### src/sbp_map.svh
/*
  constants for the system bus parity and arbitration pin block:
  widths, lane counts, reset values.
  assumes it is included by its bare name from the package and the modules.
*/
`ifndef SBP_MAP_SVH
`define SBP_MAP_SVH

// data bus width and the byte lanes that carry a parity bit each
`define SBP_DATA_W     64
`define SBP_LANES      8
`define SBP_LANE_W     8

// external interrupt lines and dma request inputs
`define SBP_IRQ_N      8
`define SBP_DMA_N      2

// arbitration: three contenders, core plus two external masters
`define SBP_MASTERS    3
`define SBP_IDX_W      2
`define SBP_GRANT_RST  3'h0
`define SBP_LAST_RST   2'h0

// output reset values
`define SBP_DATA_RST   64'h0000_0000_0000_0000
`define SBP_LANE_RST   8'h00
`define SBP_IRQ_RST    8'h00
`define SBP_DMA_RST    2'h0

`endif

### src/sbp_pkg.sv
/*
  types shared by the parity and arbitration pin block.
  assumes sbp_map.svh is on the include path.
*/
`include "sbp_map.svh"

package sbp_pkg;

  // one bit per bus contender, at most one set at a time
  typedef struct packed {
    logic m3;    // external master 3, second of the two external masters
    logic m2;    // external master 2, first of the two external masters
    logic core;  // internal masters of the device
  } sbp_grant_t;

  // arbiter tenure states
  typedef enum logic [1:0] {
    ARB_IDLE,
    ARB_ADDR,
    ARB_DATA
  } sbp_arb_state_t;

  // one parity answer: generated lanes and lanes found in error
  typedef struct packed {
    logic [`SBP_LANES-1:0] gen;
    logic [`SBP_LANES-1:0] bad;
  } sbp_parity_t;

endpackage : sbp_pkg

### src/sbp_parity.sv
/*
  byte-lane odd parity generator and checker for the 64-bit data bus.
  purely combinational; assumes the caller registers what it drives out.
*/
`timescale 1ns/1ps
`include "sbp_map.svh"

module sbp_parity (
  input  wire logic [`SBP_DATA_W-1:0] data,
  input  wire logic [`SBP_LANES-1:0]  lanes_in,
  output sbp_pkg::sbp_parity_t        result
);

  // lane bit that makes the byte plus itself hold an odd count of ones
  function automatic logic odd_bit(input logic [`SBP_LANE_W-1:0] b);
    odd_bit = ~(^b);
  endfunction : odd_bit

  ////////////////////////////////////////////////////////////////////////
  // lane i covers data bits 8i..8i+7
  always_comb begin
    result = '0;
    for (int i = 0; i < `SBP_LANES; i++) begin
      result.gen[i] = odd_bit(data[i*`SBP_LANE_W +: `SBP_LANE_W]);
      result.bad[i] = result.gen[i] ^ lanes_in[i];
    end
  end

endmodule : sbp_parity

### src/sbp_top.sv
/*
  system bus pin logic: parity on the 64-bit data bus, external bus
  arbitration with split address and data grants, dma request and
  external interrupt pass-through toward the internal controllers.
  assumes all inputs are synchronous to sys_clk and the pad ring resolves
  the data and parity pins from the output enables.
*/
`timescale 1ns/1ps
`include "sbp_map.svh"

module sbp_top (
  input  wire logic                   sys_clk,
  input  wire logic                   rst_n,
  // data bus pins, resolved outside
  input  wire logic [`SBP_DATA_W-1:0] data_bus_in,
  output logic      [`SBP_DATA_W-1:0] data_bus_out,
  output logic                        data_bus_oe,
  input  wire logic [`SBP_LANES-1:0]  parity_lane_in,
  output logic      [`SBP_LANES-1:0]  parity_lane_out,
  output logic      [`SBP_LANES-1:0]  parity_lane_oe,
  // internal agent placing a beat
  input  wire logic                   core_drive,
  input  wire logic [`SBP_DATA_W-1:0] core_wdata,
  // external beat strobe and its check result
  input  wire logic                   ext_beat_valid,
  output logic                        parity_err,
  output logic      [`SBP_LANES-1:0]  parity_err_lanes,
  // arbitration
  input  wire logic                   core_request,
  input  wire logic                   ext_master2_request,
  input  wire logic                   ext_master3_request,
  input  wire logic                   addr_tenure_done,
  input  wire logic                   data_tenure_done,
  output logic                        core_addr_grant,
  output logic                        core_data_grant,
  output logic                        ext_master2_addr_grant,
  output logic                        ext_master3_addr_grant,
  output logic                        ext_master2_data_grant,
  output logic                        ext_master3_data_grant,
  // dma and interrupt lines
  input  wire logic [`SBP_DMA_N-1:0]  dma_chan_request,
  output logic      [`SBP_DMA_N-1:0]  dma_req_to_engine,
  input  wire logic [`SBP_IRQ_N-1:0]  ext_int_line_n,
  output logic      [`SBP_IRQ_N-1:0]  irq_to_intc
);

  ////////////////////////////////////////////////////////////////////////
  // declarations
  logic [`SBP_DATA_W-1:0] data_r,     data_nxt;     // beat on the pins
  logic                   oe_r,       oe_nxt;       // device owns data bus
  logic [`SBP_LANES-1:0]  lane_r,     lane_nxt;     // parity beside beat
  logic                   perr_r,     perr_nxt;     // one-cycle error flag
  logic [`SBP_LANES-1:0]  plane_r,    plane_nxt;    // lanes in error
  sbp_pkg::sbp_parity_t   gen_res;                  // parity of core data
  sbp_pkg::sbp_parity_t   chk_res;                  // check of pin data

  sbp_pkg::sbp_arb_state_t st_r,  st_nxt;           // tenure state
  sbp_pkg::sbp_grant_t     ag_r,  ag_nxt;           // address grants
  sbp_pkg::sbp_grant_t     dg_r,  dg_nxt;           // data grants
  sbp_pkg::sbp_grant_t     own_r, own_nxt;          // current tenure owner
  logic [`SBP_IDX_W-1:0]   last_r, last_nxt;        // last served index
  logic [`SBP_MASTERS-1:0] req_vec;                 // requests by index

  logic [`SBP_DMA_N-1:0]   dma_r, dma_nxt;          // dma requests
  logic [`SBP_IRQ_N-1:0]   irq_r, irq_nxt;          // interrupts, high true

  // round robin: first requester after the last one served wins
  function automatic sbp_pkg::sbp_grant_t rr_pick(
    input logic [`SBP_MASTERS-1:0] req,
    input logic [`SBP_IDX_W-1:0]   last
  );
    logic [`SBP_MASTERS-1:0] g;
    logic [2:0]              idx;
    g = '0;
    // walk backwards so the nearest candidate overwrites the rest
    for (int k = `SBP_MASTERS; k >= 1; k--) begin
      idx = 3'({1'b0, last}) + 3'(k);
      if (idx >= 3'(`SBP_MASTERS)) begin
        idx = idx - 3'(`SBP_MASTERS);
      end
      if (req[idx[1:0]]) begin
        g = '0;
        g[idx[1:0]] = 1'b1;
      end
    end
    rr_pick = sbp_pkg::sbp_grant_t'(g);
  endfunction : rr_pick

  ////////////////////////////////////////////////////////////////////////
  // parity generation on the outgoing beat and check on the incoming one
  sbp_parity u_gen (
    .data     (core_wdata),
    .lanes_in (`SBP_LANE_RST),
    .result   (gen_res)
  );

  sbp_parity u_chk (
    .data     (data_bus_in),
    .lanes_in (parity_lane_in),
    .result   (chk_res)
  );

  // next beat: parity taken from the same word so both leave together
  always_comb begin
    data_nxt  = data_r;
    oe_nxt    = core_drive;
    lane_nxt  = lane_r;
    perr_nxt  = 1'b0;
    plane_nxt = plane_r;
    if (core_drive) begin
      data_nxt = core_wdata;
      lane_nxt = gen_res.gen;
    end
    // only check beats the far side drove; our own would self-compare
    if (!oe_r && ext_beat_valid) begin
      perr_nxt  = |chk_res.bad;
      plane_nxt = chk_res.bad;
    end
  end

  // data path registers
  always_ff @(posedge sys_clk) begin
    if (!rst_n) begin
      data_r  <= `SBP_DATA_RST;
      oe_r    <= 1'b0;
      lane_r  <= `SBP_LANE_RST;
      perr_r  <= 1'b0;
      plane_r <= `SBP_LANE_RST;
    end else begin
      data_r  <= data_nxt;
      oe_r    <= oe_nxt;
      lane_r  <= lane_nxt;
      perr_r  <= perr_nxt;
      plane_r <= plane_nxt;
    end
  end

  assign data_bus_out     = data_r;
  assign data_bus_oe      = oe_r;
  assign parity_lane_out  = lane_r;
  assign parity_lane_oe   = {`SBP_LANES{oe_r}};
  assign parity_err       = perr_r;
  assign parity_err_lanes = plane_r;

  ////////////////////////////////////////////////////////////////////////
  // arbitration: address tenure, then data tenure, then release
  assign req_vec = {ext_master3_request, ext_master2_request, core_request};

  always_comb begin
    st_nxt   = st_r;
    ag_nxt   = ag_r;
    dg_nxt   = dg_r;
    own_nxt  = own_r;
    last_nxt = last_r;
    case (st_r)
      sbp_pkg::ARB_IDLE: begin
        // a grant goes out only for a live request
        if (|req_vec) begin
          own_nxt = rr_pick(req_vec, last_r);
          ag_nxt  = own_nxt;
          st_nxt  = sbp_pkg::ARB_ADDR;
        end
      end
      sbp_pkg::ARB_ADDR: begin
        // grant held until the address tenure ends, even if request drops
        if (addr_tenure_done) begin
          ag_nxt = '0;
          dg_nxt = own_r;
          st_nxt = sbp_pkg::ARB_DATA;
        end
      end
      sbp_pkg::ARB_DATA: begin
        if (data_tenure_done) begin
          dg_nxt   = '0;
          st_nxt   = sbp_pkg::ARB_IDLE;
          last_nxt = own_r.m3 ? 2'h2 : (own_r.m2 ? 2'h1 : 2'h0);
          own_nxt  = '0;
        end
      end
      default: begin
        st_nxt  = sbp_pkg::ARB_IDLE;
        ag_nxt  = '0;
        dg_nxt  = '0;
        own_nxt = '0;
      end
    endcase
  end

  // arbiter registers
  always_ff @(posedge sys_clk) begin
    if (!rst_n) begin
      st_r   <= sbp_pkg::ARB_IDLE;
      ag_r   <= `SBP_GRANT_RST;
      dg_r   <= `SBP_GRANT_RST;
      own_r  <= `SBP_GRANT_RST;
      last_r <= `SBP_LAST_RST;
    end else begin
      st_r   <= st_nxt;
      ag_r   <= ag_nxt;
      dg_r   <= dg_nxt;
      own_r  <= own_nxt;
      last_r <= last_nxt;
    end
  end

  assign core_addr_grant        = ag_r.core;
  assign core_data_grant        = dg_r.core;
  assign ext_master2_addr_grant = ag_r.m2;
  assign ext_master3_addr_grant = ag_r.m3;
  assign ext_master2_data_grant = dg_r.m2;
  assign ext_master3_data_grant = dg_r.m3;

  ////////////////////////////////////////////////////////////////////////
  // dma requests and interrupt lines, one register stage each
  always_comb begin
    dma_nxt = dma_chan_request;
    irq_nxt = ~ext_int_line_n;
  end

  always_ff @(posedge sys_clk) begin
    if (!rst_n) begin
      dma_r <= `SBP_DMA_RST;
      irq_r <= `SBP_IRQ_RST;
    end else begin
      dma_r <= dma_nxt;
      irq_r <= irq_nxt;
    end
  end

  assign dma_req_to_engine = dma_r;
  assign irq_to_intc       = irq_r;
endmodule : sbp_top

### config.mk
export PLATFORM = sky130hd
export DESIGN_NAME = sbp_top
export DESIGN_NICKNAME = d
export VERILOG_FILES = /design/src/sbp_pkg.sv /design/src/sbp_parity.sv /design/src/sbp_top.sv
export VERILOG_INCLUDE_DIRS = /design/src
export SDC_FILE = /design/constraint.sdc
export NUM_CORES = 1
export LEC_CHECK = 0
export BUFFER_PORTS_ARGS = -buffer_cell sky130_fd_sc_hd__buf_4
export CAP_MARGIN = 0
export CORE_UTILIZATION = 46
export CTS_CLUSTER_SIZE = 20
export DETAILED_ROUTE_END_ITERATION = 12
export PLACE_DENSITY = 0.81
export SYNTH_ARGS = -nofsm -noshare
export SYNTH_HDL_FRONTEND = slang
export SYNTH_SLANG_ARGS = --single-unit
### constraint.sdc
create_clock -name sys_clk -period 2.2 [get_ports sys_clk]
set_clock_uncertainty 0.2 [all_clocks]
set_input_delay 0.22 -clock sys_clk [delete_from_list [all_inputs] [get_ports sys_clk]]
set_output_delay 0.22 -clock sys_clk [all_outputs]
set_load 0.02 [all_outputs]
==> reports/results.txt, run 1 <==
Hold Path Stages -> 4
Clk slew on worst S/H paths -> 0.10 ns
CP Data Arrival Time -> 2.13 ns
CP max-delay cell -> dfxtp_2
Yosys Warn Count -> 0
Max cap viols -> 0
Tot GR Track Use -> 0.263
CP delay by family, top -> compound AO/OA/AOI/OAI gates
Avg WL per Cell -> 15.5 um
CTS Buf Count -> 9
GR Util met3 -> 0.0540
Row cnt -> 37
Final setup fails -> 0
Fillers -> 639
FF-to-FF Start -> last_r[1]
Mean Syn Cell Area -> 9.73 sq um
Detailed Place HPWL -> 9.87 mm
Drt first-iter violations -> 197
Vias per cell -> 4.99
Req. time, crit path -> 2.24 ns
Bufs and invs on worst path -> 2
Post-route setup slack -> 0.107 ns
Die area -> 11,300 sq um
Worst Hold End -> parity_err_lanes[7]
I/O Buffers -> 260
Seq/Total Area, Yosys -> 0.419
DP Worst Slack -> -0.0691 ns
WL final -> 15.2 mm
CP endpoint kind -> flip-flop
Met1 usage -> 0.266
Via Count -> 4,892
Worst slew margin -> 0.660
DIE WIDTH -> 106 um
R2R depth -> 9
Drt pass-1 iters -> 4
Layout area overhead -> 61.1%
Pwr Density -> 627 nW/um^2
Post-synth net total -> 676
Minimum clock period -> 2.09 ns
CP Launch Type -> flip-flop
R2r endpoint -> core_addr_grant
Worst VDD drop -> 0.384 mV
Most used routing layer -> met2
Core outline area -> 10,500 sq um
Later-pin clock latency in the skew report -> 0.35 ns
Met2 Use GR -> 0.504
Vias in the first global route -> 4,987
Worst hold slack -> 0.0962 ns
CTS H-tree depth -> 3
Slew Limit Fails -> 0
Setup repair after global routing missed its margin -> no
Cell count after synthesis -> 516
Layout Cells excl Fill -> 981
CP Depth -> 9
Layout cells sized above 1 -> 0.348
Final #Nets -> 1,001
Worst-path maximum fanout -> 8
CTS sink count -> 105
Synthesized flop and latch total -> 105
Total congestion overflow -> 0
Final hold violations -> 0
Gpl congestion -> 0.834
Starting density of the core -> 0.480
TritonCTS clock tree -> done
Antenna viol nets, final -> 0
Critical path type -> reg2reg
Unique masters post-synth -> 45
HP Start -> data_bus_in[57]
Run status -> completed
Worst slew pin tran -> 0.511 ns
Maximum clock path buffer count -> 2
Largest net degree at the start of global routing -> 74
Total Power -> 5.07 mW
CP max stage delay -> 0.36 ns
Initial antenna violation count -> 1
I/O pin cnt -> 261
Worst Hold Class -> in2reg
First-pass GRT wire length -> 23.5 mm
Inst Count DP -> 885
Root buf cell -> clkbuf_8
Fin Setup TNS -> 0 ns
Fin crit share -> 0.951
Reg-to-reg slack, setup -> 0.11 ns
Number of remaining DRC errors -> 0
Worst path cell trace -> inv_1, ha_4, buf_4, nand2_1, a2bb2oi_2, o22ai_1, a221o_1, o211ai_2, a21oi_1
Maximum clock frequency -> 478 MHz
Post-Syn Area -> 5020 sq um
Leakage Power -> 3.71 nW
Die Y -> 106 um
==> power by group <==
| part | leakage [nW] | switching (mW) | internal [mW] |
|---|---|---|---|
| clock | 0.116 | 0.637 | 0.746 |
| sequential | 0.868 | 0.0852 | 2.04 |
| combinational | 2.73 | 0.732 | 0.827 |
| total | 3.71 | 1.45 | 3.61 |
==> sequential cells by signal, indices dropped and copies added (netlist names) <==
name,flops
data_bus_out,64
last_r,2
parity_err,1
data_bus_oe,1
dma_req_to_engine,2
core_addr_grant,1
ext_master2_addr_grant,1
core_data_grant,1
parity_lane_out,8
ext_master3_addr_grant,1
irq_to_intc,8
ext_master2_data_grant,1
ext_master3_data_grant,1
parity_err_lanes,8
st_r,2
own_r,3
==> cell usage after synthesis <==
cell type	instances	share of area
and3_2	1	0.0015
nand4b_1	3	0.0052
o211ai_2	1	0.0025
nor2b_1	3	0.0037
a211oi_1	8	0.012
nand2_1	15	0.011
inv_1	4	0.0030
mux2_4	1	0.0030
o21bai_1	1	0.0015
o21ai_1	2	0.0020
a31oi_1	3	0.0037
nor4_1	1	0.0012
clkbuf_1	12	0.0090
a2bb2oi_2	1	0.0030
a21oi_1	16	0.016
nand4_1	2	0.0025
o22ai_1	2	0.0025
dlymetal6s2s_1	1	0.0025
nand2b_2	1	0.0017
buf_1	1	0.00075
nand3b_1	2	0.0030
or3b_1	1	0.0017
nor2_1	93	0.070
and2_1	3	0.0037
o211a_1	1	0.0020
or3_1	1	0.0012
xor2_1	16	0.028
clkbuf_8	1	0.0027
dfxtp_1	105	0.42
nor3_2	1	0.0020
nand2b_1	2	0.0025
nor3_1	1	0.0010
o21ai_0	5	0.0050
a21oi_2	1	0.0017
a2111oi_0	1	0.0017
buf_2	8	0.0080
inv_2	1	0.00075
o21a_1	1	0.0015
xnor2_1	104	0.18
buf_6	1	0.0022
buf_4	8	0.012
ha_1	5	0.012
a221o_1	1	0.0020
mux2i_1	72	0.14
o211ai_1	2	0.0030
==> tightest hold or removal path: stages <==
cell      delay [ns]
buf_4           0.08
xnor2_1         0.07
xnor2_1         0.17
a211oi_1        0.07
==> worst max-delay path by stage <==
stage,slack (ns),endpoint,from
finish,0.11,core_addr_grant,last_r[1]
global placement,0.11,own_r[0],last_r[1]
global route,0.01,core_addr_grant,last_r[1]
CTS,0.07,core_addr_grant,last_r[1]
floorplan,0.13,own_r[0],last_r[0]
detailed placement,-0.07,core_addr_grant,last_r[1]
==> final cells by class <==
class / instances / area, sq um / area share
repair buffers: 346 / 2830 / 0.350
multi-input cells: 374 / 2730 / 0.338
flip-flops and latches: 105 / 2100 / 0.260
well taps: 136 / 170 / 0.0210
clock buffers: 9 / 124 / 0.0153
clock inverters: 5 / 104 / 0.0128
inverters: 5 / 18.8 / 0.00232
diodes: 1 / 2.50 / 0.000310
==> cell usage in the layout, fill, tap and decap left out, types with 5 or more instances in the layout <==
master / netlist / layout
a21oi_1: 16 / 16
mux2i_1: 72 / 72
xor2_1: 16 / 16
xnor2_1: 104 / 104
o21ai_0: 5 / 5
buf_4: 8 / 264
nor2_1: 93 / 93
dfxtp_1: 105 / 104
nand2_1: 15 / 14
clkbuf_8: 1 / 9
dlygate4sd3_1: 0 / 79
a211oi_1: 8 / 8
==> logic make-up (layout without fill, tap and decap cells) <==
kind of cell,after synthesis,count (layout),share of synthesized area
xor+xnor,120,120,0.209
other cells,0,1,0
mux,73,73,0.147
fa+ha+maj,5,5,0.0125
buf+inv,37,365,0.0409
simple gates,130,130,0.112
compound gates,46,46,0.0601
flops,105,105,0.419
==> per-stage QoR <==
stage	area, sq um	utilization
floorplan	5020	-
global placement	7030	0.672
detailed placement	7030	0.672
CTS	8060	0.771
global route	8090	0.773
finish	8090	0.773
==> layer usage <==
metal | up-vias | wire [um] | part of all wire
met3 | 56 | 833 | 0.055
met2 | 236 | 8250 | 0.54
li1 | 2349 | - | -
met4 | 0 | 612 | 0.040
met5 | - | 0 | 0
met1 | 2251 | 5520 | 0.36
==> timing repair <==
item                                    in CTS  in global routing
hold buffers                                79                  0
gates resized for setup                      2                  3
gates cloned                                 0                  0
endpoints found under the hold margin       81                  0
endpoints found under the setup margin       2                  2
pin swaps                                    0                  2
setup buffers                                0                  2
No activity file was read; power rests on OpenSTA's default activity.
==> run 2, diff against run 1 <==
- REMOVE_ABC_BUFFERS: not set -> 1
==> reports/results.txt, run 2 (synthesis results as in run 1) <==
Run status -> completed
Switching power -> 1.45 mW
Initial antenna violation count -> 0
Switching Share -> 0.291
CP endpoint kind -> flip-flop
CTS sink count -> 105
First-pass GRT wire length -> 23.3 mm
Gpl congestion -> 0.852
Largest net degree at the start of global routing -> 63
Die area -> 11,300 sq um
Drt first-iter violations -> 156
Worst Hold Class -> in2reg
Multi-input gate area -> 2730 sq um
CP max-delay cell -> dfxtp_2
Maximum clock path buffer count -> 2
Inst Count DP -> 885
Avg WL per Cell -> 15.5 um
Layout Cells excl Fill -> 980
TritonCTS clock tree -> done
Leakage Power -> 3.69 nW
DIE WIDTH -> 106 um
Worst hold slack -> 0.0889 ns
N_diodes -> 0
Pwr Density -> 620 nW/um^2
Starting density of the core -> 0.480
Register area -> 2100 sq um
Final setup fails -> 0
Number of remaining DRC errors -> 0
Via Count -> 4,814
Maximum clock frequency -> 491 MHz
CP max stage delay -> 0.36 ns
Tot GR Track Use -> 0.262
Antenna viol nets, final -> 0
Setup repair after global routing missed its margin -> no
Die Y -> 106 um
Slew Limit Fails -> 0
Req. time, crit path -> 2.29 ns
Clock power share -> 0.262
Drt pass-1 iters -> 4
Later-pin clock latency in the skew report -> 0.35 ns
WL final -> 15.2 mm
Most frequent cells in the layout -> buf_4 (263), xnor2_1 (104), dfxtp_1 (104)
Worst path cell trace -> inv_1, ha_4, nand2_1, or3_1, o22ai_1, a221o_1, o211ai_2, a21oi_1
Detailed Place HPWL -> 10.2 mm
I/O Buffers -> 260
Worst slew pin tran -> 0.434 ns
Worst VDD drop -> 0.318 mV
Clk slew on worst S/H paths -> 0.10 ns
Max FFs per register -> 64
Internal Power -> 3.54 mW
Total congestion overflow -> 0
CP Launch Type -> flip-flop
Post-CTS Setup Inserts -> 0
Minimum clock period -> 2.04 ns
Total Power -> 4.99 mW
CTS Buf Count -> 9
Worst slew margin -> 0.703
Vias per cell -> 4.91
Combinational cell fraction of total power -> 0.312
Row cnt -> 37
Sequential power share -> 0.426
CTS H-tree depth -> 3
Layout area overhead -> 60.4%
Most common cell after layout, fill and taps aside -> buf_4
Fillers -> 659
I/O pin cnt -> 261
Critical path type -> reg2reg
Worst-path maximum fanout -> 11
Root buf cell -> clkbuf_8
Fin crit share -> 0.927
Final #Nets -> 999
Vias in the first global route -> 4,926
Layout cells sized above 1 -> 0.346
Core outline area -> 10,500 sq um
CP Data Arrival Time -> 2.13 ns
Final hold violations -> 0
Max cap viols -> 0
[run 2: per-layer routing]
metal / share of wire / GRT usage / vias to the layer above / wire length [um]
li1: - / - / 2344 / -
met1: 0.36 / 0.262 / 2194 / 5530
met2: 0.52 / 0.503 / 229 / 7850
met3: 0.075 / 0.0527 / 47 / 1140
met4: 0.042 / 0.142 / 0 / 640
met5: 0 / 0 / - / 0
[run 2: cell type report]
type / instances / area share
Clock buffer: 12 / 0.0180
Clock inverter: 4 / 0.00948
Inverter: 5 / 0.00233
Multi-Input combinational cell: 374 / 0.339
Sequential cell: 105 / 0.261
Tap cell: 136 / 0.0211
Timing Repair Buffer: 344 / 0.348
[run 2: per-stage QoR]
stage	setup slack, ns	setup TNS (ns)	instance area (sq um)	utilization
6_report	0.161	0	8050	0.769
3_5_place_dp	-0.0173	-0.0173	7020	0.671
4_1_cts	0.0311	0	8030	0.768
3_3_place_gp	0.0776	0	7020	0.671
5_1_grt	0.0256	0	8050	0.769
2_1_floorplan	-0.442	-3.93	4830	-
[run 2: path summary, 6_finish.rpt]
check | startpoint | to | slack, ns | depth (start not counted)
min | core_drive | data_bus_out[63] | 0.09 | 3
max reg2reg | last_r[1] | own_r[0] | 0.16 | 8
min reg2reg | ext_master2_data_grant | ext_master2_data_grant | 0.27 | 2
max | last_r[1] | own_r[0] | 0.16 | 8
[run 2: timing repair]
action                                  CTS  global route
endpoints found under the setup margin    1             2
resized for setup                         1             4
hold endpoints to repair                 81             0
hold buffers                             79             0
gates cloned                              0             0
[run 2: worst max-delay path: cells and delay by family, from the launching register on]
family	cells	cell delay, ns
buffers and inverters	1	0.09
and+or+nand+nor	2	0.43
AOI/OAI and AO/OA	4	0.56
adders and majority gates	1	0.33
DFF	1	0.36
[run 2: power by group through the flow]
stage	logic [mW]	clock network [mW]	registers (mW)
2_1_floorplan	0.623	0	2.33
3_3_place_gp	1.39	0	2.16
3_5_place_dp	1.42	0	2.16
4_1_cts	1.54	1.35	2.12
5_1_grt	1.66	1.39	2.14
6_report	1.56	1.31	2.13
